--- src/verilog/watchdog_map.vh ---
`ifndef WATCHDOG_MAP_VH
`define WATCHDOG_MAP_VH
// Register indices on the plain register port.
`define WD_IDX_PROTECT 4'h0
`define WD_IDX_CLOCK 4'h1
`define WD_IDX_CONTROL 4'h2
`define WD_IDX_COUNT 4'h3
// Protection key.
`define WD_PROTECT_KEY 16'h0096
// Clock setup fields.
`define WD_DEBUG_RUN_BIT_BIT 8
`define WD_DIV_HI 5
`define WD_DIV_LO 4
`define WD_SRC_HI 1
`define WD_SRC_LO 0
// Control fields.
`define WD_CLR_BIT 4
`define WD_RUN_HI 3
`define WD_RUN_LO 0
`define WD_RUN_STOP 4'h0a
`define WD_RUN_READ_RUNNING 4'h0
// Sources.
`define WD_SRC_INTERNAL 2'h0
`define WD_SRC_LOW 2'h1
`define WD_SRC_HIGH 2'h2
`define WD_SRC_EXTERNAL 2'h3
// Division exponents: 2^11 base for internal/high, 2^7 low, 2^0 ext.
`define WD_DIV_BASE_EXP 5'd11
`define WD_DIV_LOW_EXP 5'd7
`define WD_DIV_EXT_EXP 5'd0
`define WD_PRESCALE_W 14
`endif

--- src/verilog/watchdog_timer.v ---
`timescale 1ns/10ps
`include "watchdog_map.vh"

module watchdog_timer #(
  parameter COUNT_W = 10,
  parameter [3:0] SOURCES_PRESENT = 4'hf
)
(
  input wire mclk,
  input wire rst_n,
  input wire clkEn,
  input wire [3:0] regAddr,
  input wire [15:0] regWdata,
  input wire regWrite,
  input wire regRead,
  output reg [15:0] regRdata,
  input wire internalOscTick,
  input wire lowOscTick,
  input wire highOscTick,
  input wire extClockIn,
  input wire debugMode,
  output reg systemReset,
  output reg counterClock
);
  // ----------------------------------------------------------------
  // Synchronisers and register state
  // ----------------------------------------------------------------
  reg [3:0] srcMeta_reg;
  reg [3:0] srcSync_reg;
  reg extPrev_reg;
  reg dbgMeta_reg;
  reg dbgSync_reg;
  reg unlocked_reg;
  reg debugRun_reg;
  reg [1:0] divSel_reg;
  reg [1:0] srcSel_reg;
  reg stopped_reg;
  reg [COUNT_W-1:0] count_reg;
  reg clearPend_reg;
  wire divTick;
  wire wrClock;
  wire wrControl;
  wire clearCmd;
  wire srcTick;
  wire clockGated;
  reg [4:0] divExp;

  // Only the second stage of each synchroniser is ever read.
  always @(posedge mclk or negedge rst_n)
  begin
    if (!rst_n)
    begin
      srcMeta_reg <= 4'h0;
      srcSync_reg <= 4'h0;
      extPrev_reg <= 1'b0;
      dbgMeta_reg <= 1'b0;
      dbgSync_reg <= 1'b0;
    end
    else if (clkEn)
    begin
      srcMeta_reg <= {extClockIn, highOscTick, lowOscTick,
        internalOscTick};
      srcSync_reg <= srcMeta_reg;
      extPrev_reg <= srcSync_reg[3];
      dbgMeta_reg <= debugMode;
      dbgSync_reg <= dbgMeta_reg;
    end
  end

  function isSelectable;
    input [1:0] code;
    begin
      isSelectable = SOURCES_PRESENT[code];
    end
  endfunction

  // ----------------------------------------------------------------
  // Clock source and division
  // ----------------------------------------------------------------
  // The oscillator inputs are tick levels; the external input is a raw
  // clock, so its rising edge is taken after synchronisation.
  assign srcTick = (srcSel_reg == `WD_SRC_INTERNAL) ? srcSync_reg[0] :
    (srcSel_reg == `WD_SRC_LOW) ? srcSync_reg[1] :
    (srcSel_reg == `WD_SRC_HIGH) ? srcSync_reg[2] :
    (srcSync_reg[3] & ~extPrev_reg);

  always @*
  begin
    case (srcSel_reg)
      `WD_SRC_LOW: divExp = `WD_DIV_LOW_EXP;
      `WD_SRC_EXTERNAL: divExp = `WD_DIV_EXT_EXP;
      default: divExp = `WD_DIV_BASE_EXP + {3'b000, divSel_reg};
    endcase
  end

  // Debug mode with the debug-run bit low freezes the whole count path.
  assign clockGated = dbgSync_reg & ~debugRun_reg;

  wd_prescaler #(
    .WIDTH(`WD_PRESCALE_W)
  ) prescaler (
    .mclk(mclk),
    .rst_n(rst_n),
    .clkEn(clkEn & ~clockGated),
    .srcTick(srcTick),
    .exponent(divExp),
    .clear(clearPend_reg),
    .divTick(divTick)
  );

  // ----------------------------------------------------------------
  // Register writes
  // ----------------------------------------------------------------
  assign wrClock = regWrite & (regAddr == `WD_IDX_CLOCK) & unlocked_reg;
  assign wrControl = regWrite & (regAddr == `WD_IDX_CONTROL)
    & unlocked_reg;
  assign clearCmd = wrControl & regWdata[`WD_CLR_BIT];

  always @(posedge mclk or negedge rst_n)
  begin
    if (!rst_n)
    begin
      unlocked_reg <= 1'b0;
      debugRun_reg <= 1'b0;
      divSel_reg <= 2'b00;
      srcSel_reg <= `WD_SRC_INTERNAL;
      stopped_reg <= 1'b1;
      clearPend_reg <= 1'b0;
    end
    else if (clkEn)
    begin
      clearPend_reg <= clearCmd;
      if (regWrite && regAddr == `WD_IDX_PROTECT)
        unlocked_reg <= (regWdata == `WD_PROTECT_KEY);
      if (wrClock)
      begin
        debugRun_reg <= regWdata[`WD_DEBUG_RUN_BIT_BIT];
        divSel_reg <= regWdata[`WD_DIV_HI:`WD_DIV_LO];
        if (isSelectable(regWdata[`WD_SRC_HI:`WD_SRC_LO]))
          srcSel_reg <= regWdata[`WD_SRC_HI:`WD_SRC_LO];
      end
      if (wrControl)
        stopped_reg <= (regWdata[`WD_RUN_HI:`WD_RUN_LO]
          == `WD_RUN_STOP);
    end
  end

  // ----------------------------------------------------------------
  // Counter and reset generation
  // ----------------------------------------------------------------
  // The counter advances only while not stopped; the source, the prescaler and
  // the debug gate decide whether ticks arrive.
  always @(posedge mclk or negedge rst_n)
  begin
    if (!rst_n)
    begin
      count_reg <= {COUNT_W{1'b0}};
      systemReset <= 1'b0;
      counterClock <= 1'b0;
    end
    else if (clkEn)
    begin
      systemReset <= 1'b0;
      counterClock <= divTick & ~clockGated;
      if (clearCmd)
        count_reg <= {COUNT_W{1'b0}};
      else if (divTick && !clockGated && !stopped_reg)
      begin
        count_reg <= count_reg + 1'b1;
        if (&count_reg)
          systemReset <= 1'b1;
      end
    end
  end

  // ----------------------------------------------------------------
  // Register reads
  // ----------------------------------------------------------------
  always @(posedge mclk or negedge rst_n)
  begin
    if (!rst_n)
      regRdata <= 16'h0000;
    else if (clkEn)
    begin
      regRdata <= 16'h0000;
      if (regRead)
      begin
        case (regAddr)
          `WD_IDX_PROTECT: regRdata <= {15'h0000, unlocked_reg};
          `WD_IDX_CLOCK: regRdata <= {7'h00, debugRun_reg, 2'b00,
            divSel_reg, 2'b00, srcSel_reg};
          `WD_IDX_CONTROL: regRdata <= {12'h000, stopped_reg ?
            `WD_RUN_STOP : `WD_RUN_READ_RUNNING};
          `WD_IDX_COUNT: regRdata <= {{(16-COUNT_W){1'b0}}, count_reg};
          default: regRdata <= 16'h0000;
        endcase
      end
    end
  end
endmodule

--- src/verilog/wd_prescaler.v ---
`timescale 1ns/10ps
// Divides one source tick stream; emits a tick every 2^exponent ticks.
module wd_prescaler #(
  parameter WIDTH = 14
)
(
  input wire mclk,
  input wire rst_n,
  input wire clkEn,
  input wire srcTick,
  input wire [4:0] exponent,
  input wire clear,
  output reg divTick
);
  reg [WIDTH-1:0] presc_reg;
  wire [WIDTH-1:0] mask;
  assign mask = (({{(WIDTH-1){1'b0}}, 1'b1} << exponent) - 1'b1);

  always @(posedge mclk or negedge rst_n)
  begin
    if (!rst_n)
    begin
      presc_reg <= {WIDTH{1'b0}};
      divTick <= 1'b0;
    end
    else if (clkEn)
    begin
      divTick <= 1'b0;
      if (clear)
        presc_reg <= {WIDTH{1'b0}};
      else if (srcTick)
      begin
        if ((presc_reg & mask) == mask)
        begin
          presc_reg <= {WIDTH{1'b0}};
          divTick <= 1'b1;
        end
        else
          presc_reg <= presc_reg + 1'b1;
      end
    end
  end
endmodule
--- config.mk ---
export PLATFORM = sky130hd
export DESIGN_NAME = watchdog_timer
export DESIGN_NICKNAME = d
export VERILOG_FILES = /design/src/verilog/watchdog_timer.v /design/src/verilog/wd_prescaler.v
export VERILOG_INCLUDE_DIRS = /design/src /design/src/verilog
export SDC_FILE = /design/constraint.sdc
export NUM_CORES = 1
export LEC_CHECK = 0
export ABC_CLOCK_PERIOD_IN_PS = 2550
export BUFFER_PORTS_ARGS = -buffer_cell sky130_fd_sc_hd__buf_2
export CAP_MARGIN = 10
export CELL_PAD_IN_SITES_DETAIL_PLACEMENT = 1
export CELL_PAD_IN_SITES_GLOBAL_PLACEMENT = 1
export CORE_ASPECT_RATIO = 1.25
export CORE_MARGIN = 4
export CORE_UTILIZATION = 44
export DETAILED_ROUTE_END_ITERATION = 12
export PLACE_DENSITY_LB_ADDON = 0.1
export SYNTH_ARGS = -nofsm -noshare
export SYNTH_HDL_FRONTEND = slang
export SYNTH_SLANG_ARGS = --single-unit
export TNS_END_PERCENT = 20
--- constraint.sdc ---
create_clock -name mclk -period 2.55 [get_ports mclk]
set_clock_uncertainty 0.2 [all_clocks]
set_input_delay 0.1275 -clock mclk [delete_from_list [all_inputs] [get_ports mclk]]
set_output_delay 0.1275 -clock mclk [all_outputs]
set_load 0.01 [all_outputs]
Yosys cells after proc, flatten, opt, wreduce, memory -nomap -nowiden
Index checks and enable logic that the tools add are counted.
- add/subtract/negate cells: 4
- $mul: 0
- div/mod/pow operators: 0
- magnitude comparators: 1
- equal/unequal tests: 9
- shift-type cells: 1
- mux-type cells: 20
- bitwise gates (word level): 13
- reductions and logical operators: 16
- operators by type and width (kind ; count):
    14-bit two-way mux ; 3
    10-bit one-hot mux with 4 select lines ; 1
    10-bit two-way mux ; 3
    16-bit by 8-bit == test with 1-bit output (second input constant) ; 1
    14-bit by 1-bit adder with 14-bit output (second input constant) ; 1
    14-bit AND ; 1
    14-bit == test ; 1
    1-bit by 5-bit left shift with 14-bit output (first input constant) ; 1
    14-bit by 1-bit subtractor with 14-bit output (second input constant) ; 1
    10-bit by 1-bit adder with 10-bit output (second input constant) ; 1
    1-bit two-way mux ; 10
    5-bit one-hot mux with 2 select lines ; 1
    10-bit AND reduction ; 1
    2-bit AND reduction ; 5
    1-bit AND ; 9
    4-bit by 2-bit == test with 1-bit output (second input constant) ; 2
    4-bit by 2-bit adder with 5-bit output (first input constant) ; 1
    2-bit == test (second input constant) ; 2
    4-bit by 1-bit == test with 1-bit output (second input constant) ; 1
    4-bit == test (second input constant) ; 1
    4-bit logical NOT ; 1
    4-bit two-way mux ; 1
    2-bit nonzero test ; 2
    1-bit logical AND ; 3
    other kinds (7) ; 10
- bits in registers: 62
- latch bits: 0
- memory bits (writable): 0
- ROM bits: 0
- input port bits: 30
- output and inout bits: 18
- logic and storage cells: 81
- memories: 0

Depth between registers and ports, before layout
Gate-level depths: netlist (run 1).
- depth in word-level cells: 9
- mapped depth: 8
- mapped depth without buffers: 7

Modules after synthesis
Synthesis (run 1) repeated with hierarchy kept, for this count alone.
- cell total of the unflattened synthesis: 334
- area, all modules: 3328.2 µm²
- by module, submodules not included (module ; instances ; cells each ; area each (µm²) ; sequential area each (µm²)):
    watchdog_timer ; 1 ; 176 ; 2098.3 ; 1027.2
    wd_prescaler ; 1 ; 158 ; 1229.9 ; 375.4

Least setup slack after synthesis (run 1)
OpenSTA, ideal clock, no wires.
- path kind: register -> register
- start: register divSel_reg[0]
- end: register prescaler.presc_reg[1]
- setup time: 122 ps
- arrival: 1635 ps
- data required time: 2228 ps
- slack: 594 ps
- stages on the path, launching flop included: 8
- path buffers: 1
- clock period less this slack: 1956 ps
- cell sequence: dfrtp_1 inv_1 ha_1 o211ai_1 and3_1 a211o_4 buf_6 a32o_1
- longest elaborated chain between the ends: 9
- ends and longest elaborated chain (what ; RTL line ; text):
    start: declaration ; watchdog_timer.v:35 ; reg [1:0] divSel_reg;
    start signal: assignment ; watchdog_timer.v:138 ; divSel_reg <= regWdata[`WD_DIV_HI:`WD_DIV_LO];
    4-bit by 2-bit adder with 5-bit output (no line) (*) ; -- ;
    5-bit one-hot mux with 2 select lines (*) ; watchdog_timer.v:89 ; case (srcSel_reg)
    1-bit by 5-bit left shift with 14-bit output (*) ; wd_prescaler.v:17 ; assign mask = (({{(WIDTH-1){1'b0}}, 1'b1} << exponent) - 1'b1);
    14-bit by 1-bit subtractor with 14-bit output (*) ; wd_prescaler.v:17 ;
    14-bit AND ; wd_prescaler.v:33 ; if ((presc_reg & mask) == mask)
    14-bit == test (*) ; wd_prescaler.v:33 ;
    14-bit two-way mux (*) ; wd_prescaler.v:33 ;
    14-bit two-way mux (*) ; wd_prescaler.v:31 ; else if (srcTick)
    14-bit two-way mux (*) ; wd_prescaler.v:29 ; if (clear)
    end signal: assignment ; wd_prescaler.v:30 ; presc_reg <= {WIDTH{1'b0}};
    end signal: assignment ; wd_prescaler.v:35 ; presc_reg <= {WIDTH{1'b0}};
    end signal: assignment ; wd_prescaler.v:39 ; presc_reg <= presc_reg + 1'b1;
    end: declaration ; wd_prescaler.v:15 ; reg [WIDTH-1:0] presc_reg;
Every way passes the cells marked *; elsewhere a longest branch is shown, timed or not. The select of a mux whose other input is x is not followed.
A chain may end at the register's enable or synchronous reset.

Worst setup path in the final report (run 1)
- start: input port regWdata[9]
- end: register unlocked_reg
- longest elaborated chain between the ends: 1
- ends and longest elaborated chain (what ; RTL line ; text):
    start: declaration ; watchdog_timer.v:13 ; input wire [15:0] regWdata,
    16-bit by 8-bit == test with 1-bit output (no line) ; -- ;
    end signal: assignment ; watchdog_timer.v:134 ; unlocked_reg <= (regWdata == `WD_PROTECT_KEY);
    end: declaration ; watchdog_timer.v:33 ; reg unlocked_reg;
Every way passes these cells.

==> results of run 1 <==
-- kinds of logic after synthesis --
group | count (synthesis)
adder cells (fa/ha/maj) | 3
AO/OA/AOI/OAI | 56
flip-flops | 56
multiplexers | 23
XOR/XNOR | 7
AND/OR/NAND/NOR | 100
other | 1
buffers and inverters | 31
-- routing by layer --
metal	vias to the layer above	wire, um
met5	-	0
met4	0	79
met3	9	240
met2	50	3746
met1	1152	3414
li1	1127	-
-- stage by stage --
| step | area (sq um) | instances | power (mW) |
|---|---|---|---|
| finish | 3523 | 428 | 1.804 |
| global route | 3523 | 428 | 1.891 |
| CTS | 3517 | 428 | 1.818 |
| detailed placement | 3199 | 399 | 1.214 |
| global placement | 3199 | 399 | 1.202 |
| floorplan | 2943 | 282 | 1.128 |
-- worst max-delay path: stages --
cell and delay, ns:
dlygate4sd3_1 0.52, buf_2 0.12, nor4b_2 0.25, dlygate4sd3_1 0.58, nand4_1 0.07, dlygate4sd3_1 0.57, o31ai_1 0.22
-- power breakdown --
part	switching (mW)	internal, mW
clock network	0.295	0.292
logic	0.116	0.112
registers	0.0493	0.939
-- final cells by class --
cell class                 count  area (sq um)  area share (%)
inverter                      16         60.06           1.705
multi-input combinational    195          1386           39.35
timing repair buffer          68         460.4           13.07
tap                           85         106.4           3.018
sequential                    56          1403           39.81
clock buffer                   6         72.57           2.060
clock inverter                 2         35.03          0.9943
-- timing repair --
action,CTS,global route
endpoints found under the hold margin,38,0
hold buffers,21,0
setup endpoints to repair,0,1
resized for setup,0,1
-- worst paths after layout --
path	end	slack, ns	depth (start not counted)
worst max register to register	prescaler.presc_reg[13]	0.43	6
max in group asynchronous	stopped_reg	1.26	3
min in group asynchronous	prescaler.presc_reg[7]	0.17	2
worst max-delay path	unlocked_reg	0.12	7
worst min register to register	counterClock	0.29	1
worst min-delay path	unlocked_reg	0.06	5
-- layout by cell type, fill, tap and decap left out, types with 2 or more instances in the layout --
cell / instances
a21o_1: 2
a21oi_1: 5
a22oi_1: 2
a31oi_1: 5
a32o_1: 2
and3_1: 8
and4_4: 2
buf_2: 41
buf_4: 6
clkbuf_8: 5
conb_1: 6
dfrtp_1: 55
dlygate4sd3_1: 21
ha_1: 3
inv_1: 15
mux2_2: 15
mux2i_1: 7
nand2_1: 25
nand2b_1: 2
nand3_1: 16
nand4_1: 10
nor2_1: 11
nor2b_1: 5
nor3_1: 4
nor4_1: 2
o211ai_1: 4
o21ai_0: 9
o21ai_1: 5
o22ai_1: 2
o2bb2ai_1: 9
o311ai_2: 2
o31ai_1: 2
or3_1: 2
xnor2_1: 5
xor2_1: 2
==> flow_metrics.env, run 1 <==
export IMPL_outcome="finished clean"
export IMPL_drive_gt1_share_pct=24.49
export IMPL_met1_usage_pct=25.89
export IMPL_dr_pass1_iters=5
export IMPL_fillers=740
export IMPL_dieHeight_um=99.15
export IMPL_grt_use_met2_pct=34.60
export IMPL_h_tree_depth=2
export IMPL_insertion_delay_ns=0.31
export IMPL_cts_made_buffers=5
export IMPL_postCtsSetupRepairBufs=0
export IMPL_hold_viol=0
export IMPL_fin_hold_ws_ns=0.05715
export IMPL_synth_adder_area_share_pct=1.284
export IMPL_grt_most_used_layer="met2"
export IMPL_rows=32
export IMPL_fin_nets=375
export IMPL_core_area_sq_um=6326
export IMPL_timing_rr_start="srcSync_reg[3]"
export IMPL_synth_cells=277
export IMPL_rsz0062_at_grt="false"
export IMPL_worst_ep_arrival_time_ns=2.45
export IMPL_synth_top_area_share_pct=47.07
export IMPL_fin_crit_ns=2.431
export IMPL_syn_avg_cell_area_sq_um=10.56
export IMPL_grt_pass1_wl_mm=12.58
export IMPL_grt_use_met3_pct=3.351
export IMPL_yosysMostFrequentCell="dfrtp_1"
export IMPL_max_freq_ghz=0.4113
export IMPL_tns_ns=0
export IMPL_crit_path_start="regWdata[9]"
export IMPL_max_cap_violations=0
export IMPL_synth_edf_count=0
export IMPL_final_core_util_pct=55.70
export IMPL_p_leak_nw=1.611
export IMPL_n_antenna_cell=0
export IMPL_synthSimpleGateAreaFrac_pct=19.68
export IMPL_wl_per_cell_um=17.48
export IMPL_synthTopCellsByCount="dfrtp_1, nand2_1, nand3_1, inv_1, mux2_2"
export IMPL_synth_distinct_cells=58
export IMPL_io_buffers=41
export IMPL_yosys_most_used_dff="dfrtp_1"
export IMPL_slew_viol_final=0
export IMPL_min_path_type="input pin to flip-flop"
export IMPL_clk_pin_slew_ns=0.10
export IMPL_synth_area_leader_cell="dfrtp_1"
export IMPL_grt_pass1_vias=2555
export IMPL_wl_mm=7.481
export IMPL_synth_compound_area_share_pct=14.29
export IMPL_dp_slack_ns=0.4468
export IMPL_synth_area_leaders="dfrtp_1, mux2_2, nand2_1"
export IMPL_synth_mux_area_share_pct=9.071
export IMPL_finalCritPeriodShare_pct=95.34
export IMPL_vdd_drop_max_mv=0.2878
export IMPL_cts_root_buf="clkbuf_8"
export IMPL_ys_seq_area_share_pct=47.97
export IMPL_die_area_sq_um=8022
export IMPL_place_congestion=0.8083
export IMPL_grt_max_degree=27
export IMPL_crit_path_end_kind="flip-flop"
export IMPL_grt_usage_pct=19.96
export IMPL_grt_overflow_total=0
export IMPL_vias=2338
export IMPL_ant_nets=0
export IMPL_report_final_setup_viol=0
export IMPL_area_delta_synth_final_pct=20.50
export IMPL_crit_fanout=1
export IMPL_drc=0
export IMPL_cp_required_ns=2.57
export IMPL_max_slew_margin_pct=60.40
export IMPL_via_per_inst=5.463
export IMPL_worstSetupPathType="input pin to flip-flop"
export IMPL_antenna_found_initial=0
export IMPL_synth_top_family_by_area="simple AND/OR/NAND/NOR gates"
export IMPL_min_from="regAddr[2]"
export IMPL_synthArstFlopShare_pct=100.0
export IMPL_clockBufferDepth=2
export IMPL_syn_area_sq_um=2924
export IMPL_yosysWarnings=0
export IMPL_ys_ff_latch=56
export IMPL_largest_register_ffs=14
export IMPL_synthXorXnorAreaFrac_pct=2.097
export IMPL_clock_sinks=56
export IMPL_start_kind="input pin"
export IMPL_worst_slew_pin_slew_ns=0.5940
export IMPL_start_util_pct=46.22
export IMPL_fin_ws_ns=0.1187
export IMPL_cts_tree="yes"
export IMPL_die_w_um=80.92
export IMPL_drt_initial_drc_count=108
export IMPL_io_pins=48
export IMPL_p_per_area_nw_per_um2=511.9
export IMPL_place_hpwl_mm=5.369
Power figures use the tool's default switching activity.
==> run 2: changes to the inputs <==
Settings changed: CELL_PAD_IN_SITES_DETAIL_PLACEMENT 1 to default, CELL_PAD_IN_SITES_GLOBAL_PLACEMENT 1 to default, CORE_ASPECT_RATIO 1.25 to 0.6, CORE_UTILIZATION 44 to 50.
==> flow_metrics.env, run 2 (synthesis gave the netlist of run 1 again) <==
export IMPL_outcome="finished clean"
export IMPL_place_congestion=0.8308
export IMPL_tns_ns=0
export IMPL_hold_depth=3
export IMPL_min_path_type="input pin to flip-flop"
export IMPL_grt_max_degree=38
export IMPL_fin_ws_ns=0.09231
export IMPL_grt_pass1_vias=2189
export IMPL_p_per_area_nw_per_um2=484.9
export IMPL_wl_per_cell_um=15.98
export IMPL_area_delta_synth_final_pct=20.24
export IMPL_max_cap_violations=0
export IMPL_grt_overflow_total=0
export IMPL_via_per_inst=5.532
export IMPL_drc=0
export IMPL_die_area_sq_um=7176
export IMPL_critPathMostFrequentCell="dlygate4sd3_1"
export IMPL_start_kind="input pin"
export IMPL_max_slew_margin_pct=43.92
export IMPL_vias=2340
export IMPL_p_leak_nw=1.611
export IMPL_start_util_pct=52.00
export IMPL_fillers=462
export IMPL_clock_sinks=56
export IMPL_seq_area_sq_um=1403
export IMPL_dieHeight_um=67.24
export IMPL_fin_crit_ns=2.458
export IMPL_clkPwrFrac_pct=28.9
export IMPL_worst_ep_arrival_time_ns=2.48
export IMPL_n_antenna_cell=0
export IMPL_report_final_setup_viol=0
export IMPL_postCtsSetupRepairBufs=0
export IMPL_io_pins=48
export IMPL_clockBufferDepth=2
export IMPL_rows=21
export IMPL_worst_slew_pin_slew_ns=0.8412
export IMPL_switchingPower_mw=0.4333
export IMPL_crit_fanout=1
export IMPL_intPower_mw=1.272
export IMPL_cts_root_buf="clkbuf_8"
export IMPL_vdd_drop_max_mv=0.3461
export IMPL_insertion_delay_ns=0.30
export IMPL_antenna_found_initial=0
export IMPL_hold_viol=0
export IMPL_cts_made_buffers=5
export IMPL_largest_register_ffs=14
export IMPL_crit_path_end_kind="flip-flop"
export IMPL_max_freq_ghz=0.4069
export IMPL_grt_pass1_wl_mm=11.17
export IMPL_rr_worst_depth=4
export IMPL_cts_tree="yes"
export IMPL_critPathMaxStageDelay_ns=0.59
export IMPL_fin_hold_ws_ns=0.06642
export IMPL_switching_share_pct=25.41
export IMPL_h_tree_depth=2
export IMPL_cp_required_ns=2.57
export IMPL_multi_input_area_sq_um=1398
export IMPL_totalPowerFinal_mw=1.705
export IMPL_io_buffers=41
export IMPL_final_cell_mix="dfrtp_1, buf_2, nand2_1"
export IMPL_slew_viol_final=0
export IMPL_fin_nets=375
export IMPL_cp_slowest_cell="dlygate4sd3_1"
export IMPL_finalCritPeriodShare_pct=96.38
export IMPL_core_area_sq_um=5623
export IMPL_drt_initial_drc_count=171
export IMPL_sequentialPowerShare_pct=57.9
export IMPL_drive_gt1_share_pct=24.20
export IMPL_clk_pin_slew_ns=0.10
export IMPL_cp_cell_sequence="dlygate4sd3_1, buf_2, nor4b_2, dlygate4sd3_1, nand4_1, dlygate4sd3_1, o31ai_2"
export IMPL_dr_pass1_iters=4
export IMPL_die_w_um=106.7
export IMPL_grt_usage_pct=19.85
export IMPL_comb_power_share_pct=13.2
export IMPL_rsz0062_at_grt="false"
export IMPL_worstSetupPathType="input pin to flip-flop"
export IMPL_dp_slack_ns=0.4694
export IMPL_final_common_cell="dfrtp_1"
export IMPL_ant_nets=0
export IMPL_place_hpwl_mm=4.848
export IMPL_wl_mm=6.760
-- run 2: layer usage --
| metal | up-vias | share of wire (%) | track usage, % |
|---|---|---|---|
| li1 | 1132 | - | - |
| met1 | 1130 | 54 | 32.16 |
| met2 | 76 | 39 | 27.19 |
| met3 | 2 | 6.2 | 4.107 |
| met4 | 0 | 0.27 | 3.349 |
| met5 | - | 0 | 0 |
-- run 2: metrics by stage --
step	util, %	instance area [sq um]	std cells
6_report	62.53	3516	423
3_5_place_dp	56.65	3186	393
5_1_grt	62.53	3516	423
4_1_cts	62.17	3496	423
2_1_floorplan	-	2943	282
3_3_place_gp	56.65	3186	393
-- run 2: final timing paths --
check,startpoint,to,slack (ns)
max,regWdata[9],unlocked_reg,0.09
min,clkEn,unlocked_reg,0.07
max reg2reg,srcSel_reg[1],prescaler.presc_reg[4],0.46
min reg2reg,prescaler.presc_reg[10],prescaler.presc_reg[10],0.28
max in group asynchronous,rst_n,srcSync_reg[2],1.22
min in group asynchronous,rst_n,regRdata[4],0.25
-- run 2: what timing repair did --
item | 4_1_cts | 5_1_grt
hold buffers | 22 | 0
setup endpoints to repair | 0 | 2
endpoints found under the hold margin | 50 | 0
resized for setup | 0 | 4
-- run 2: layout make-up --
| type | instances | share of cell area (%) |
|---|---|---|
| clock buffer | 8 | 2.562 |
| inverter | 16 | 1.708 |
| multi-input combinational | 195 | 39.75 |
| sequential | 56 | 39.89 |
| tap | 80 | 2.847 |
| timing repair buffer | 68 | 13.24 |
-- run 2: worst max-delay path, delay by kind of cell --
| family | cells | cell delay [ns] |
|---|---|---|
| buffers and inverters | 4 | 1.83 |
| AOI/OAI and AO/OA | 1 | 0.21 |
| and+or+nand+nor | 2 | 0.31 |
-- run 2: power groups by stage --
stage	logic (mW)	clock network, mW	registers [mW]
after floorplan	0.138	0	0.990
after global placement	0.197	0	1.00
after detailed placement	0.202	0	1.00
after CTS	0.223	0.512	0.986
after global routing	0.255	0.541	0.996
final	0.225	0.492	0.988
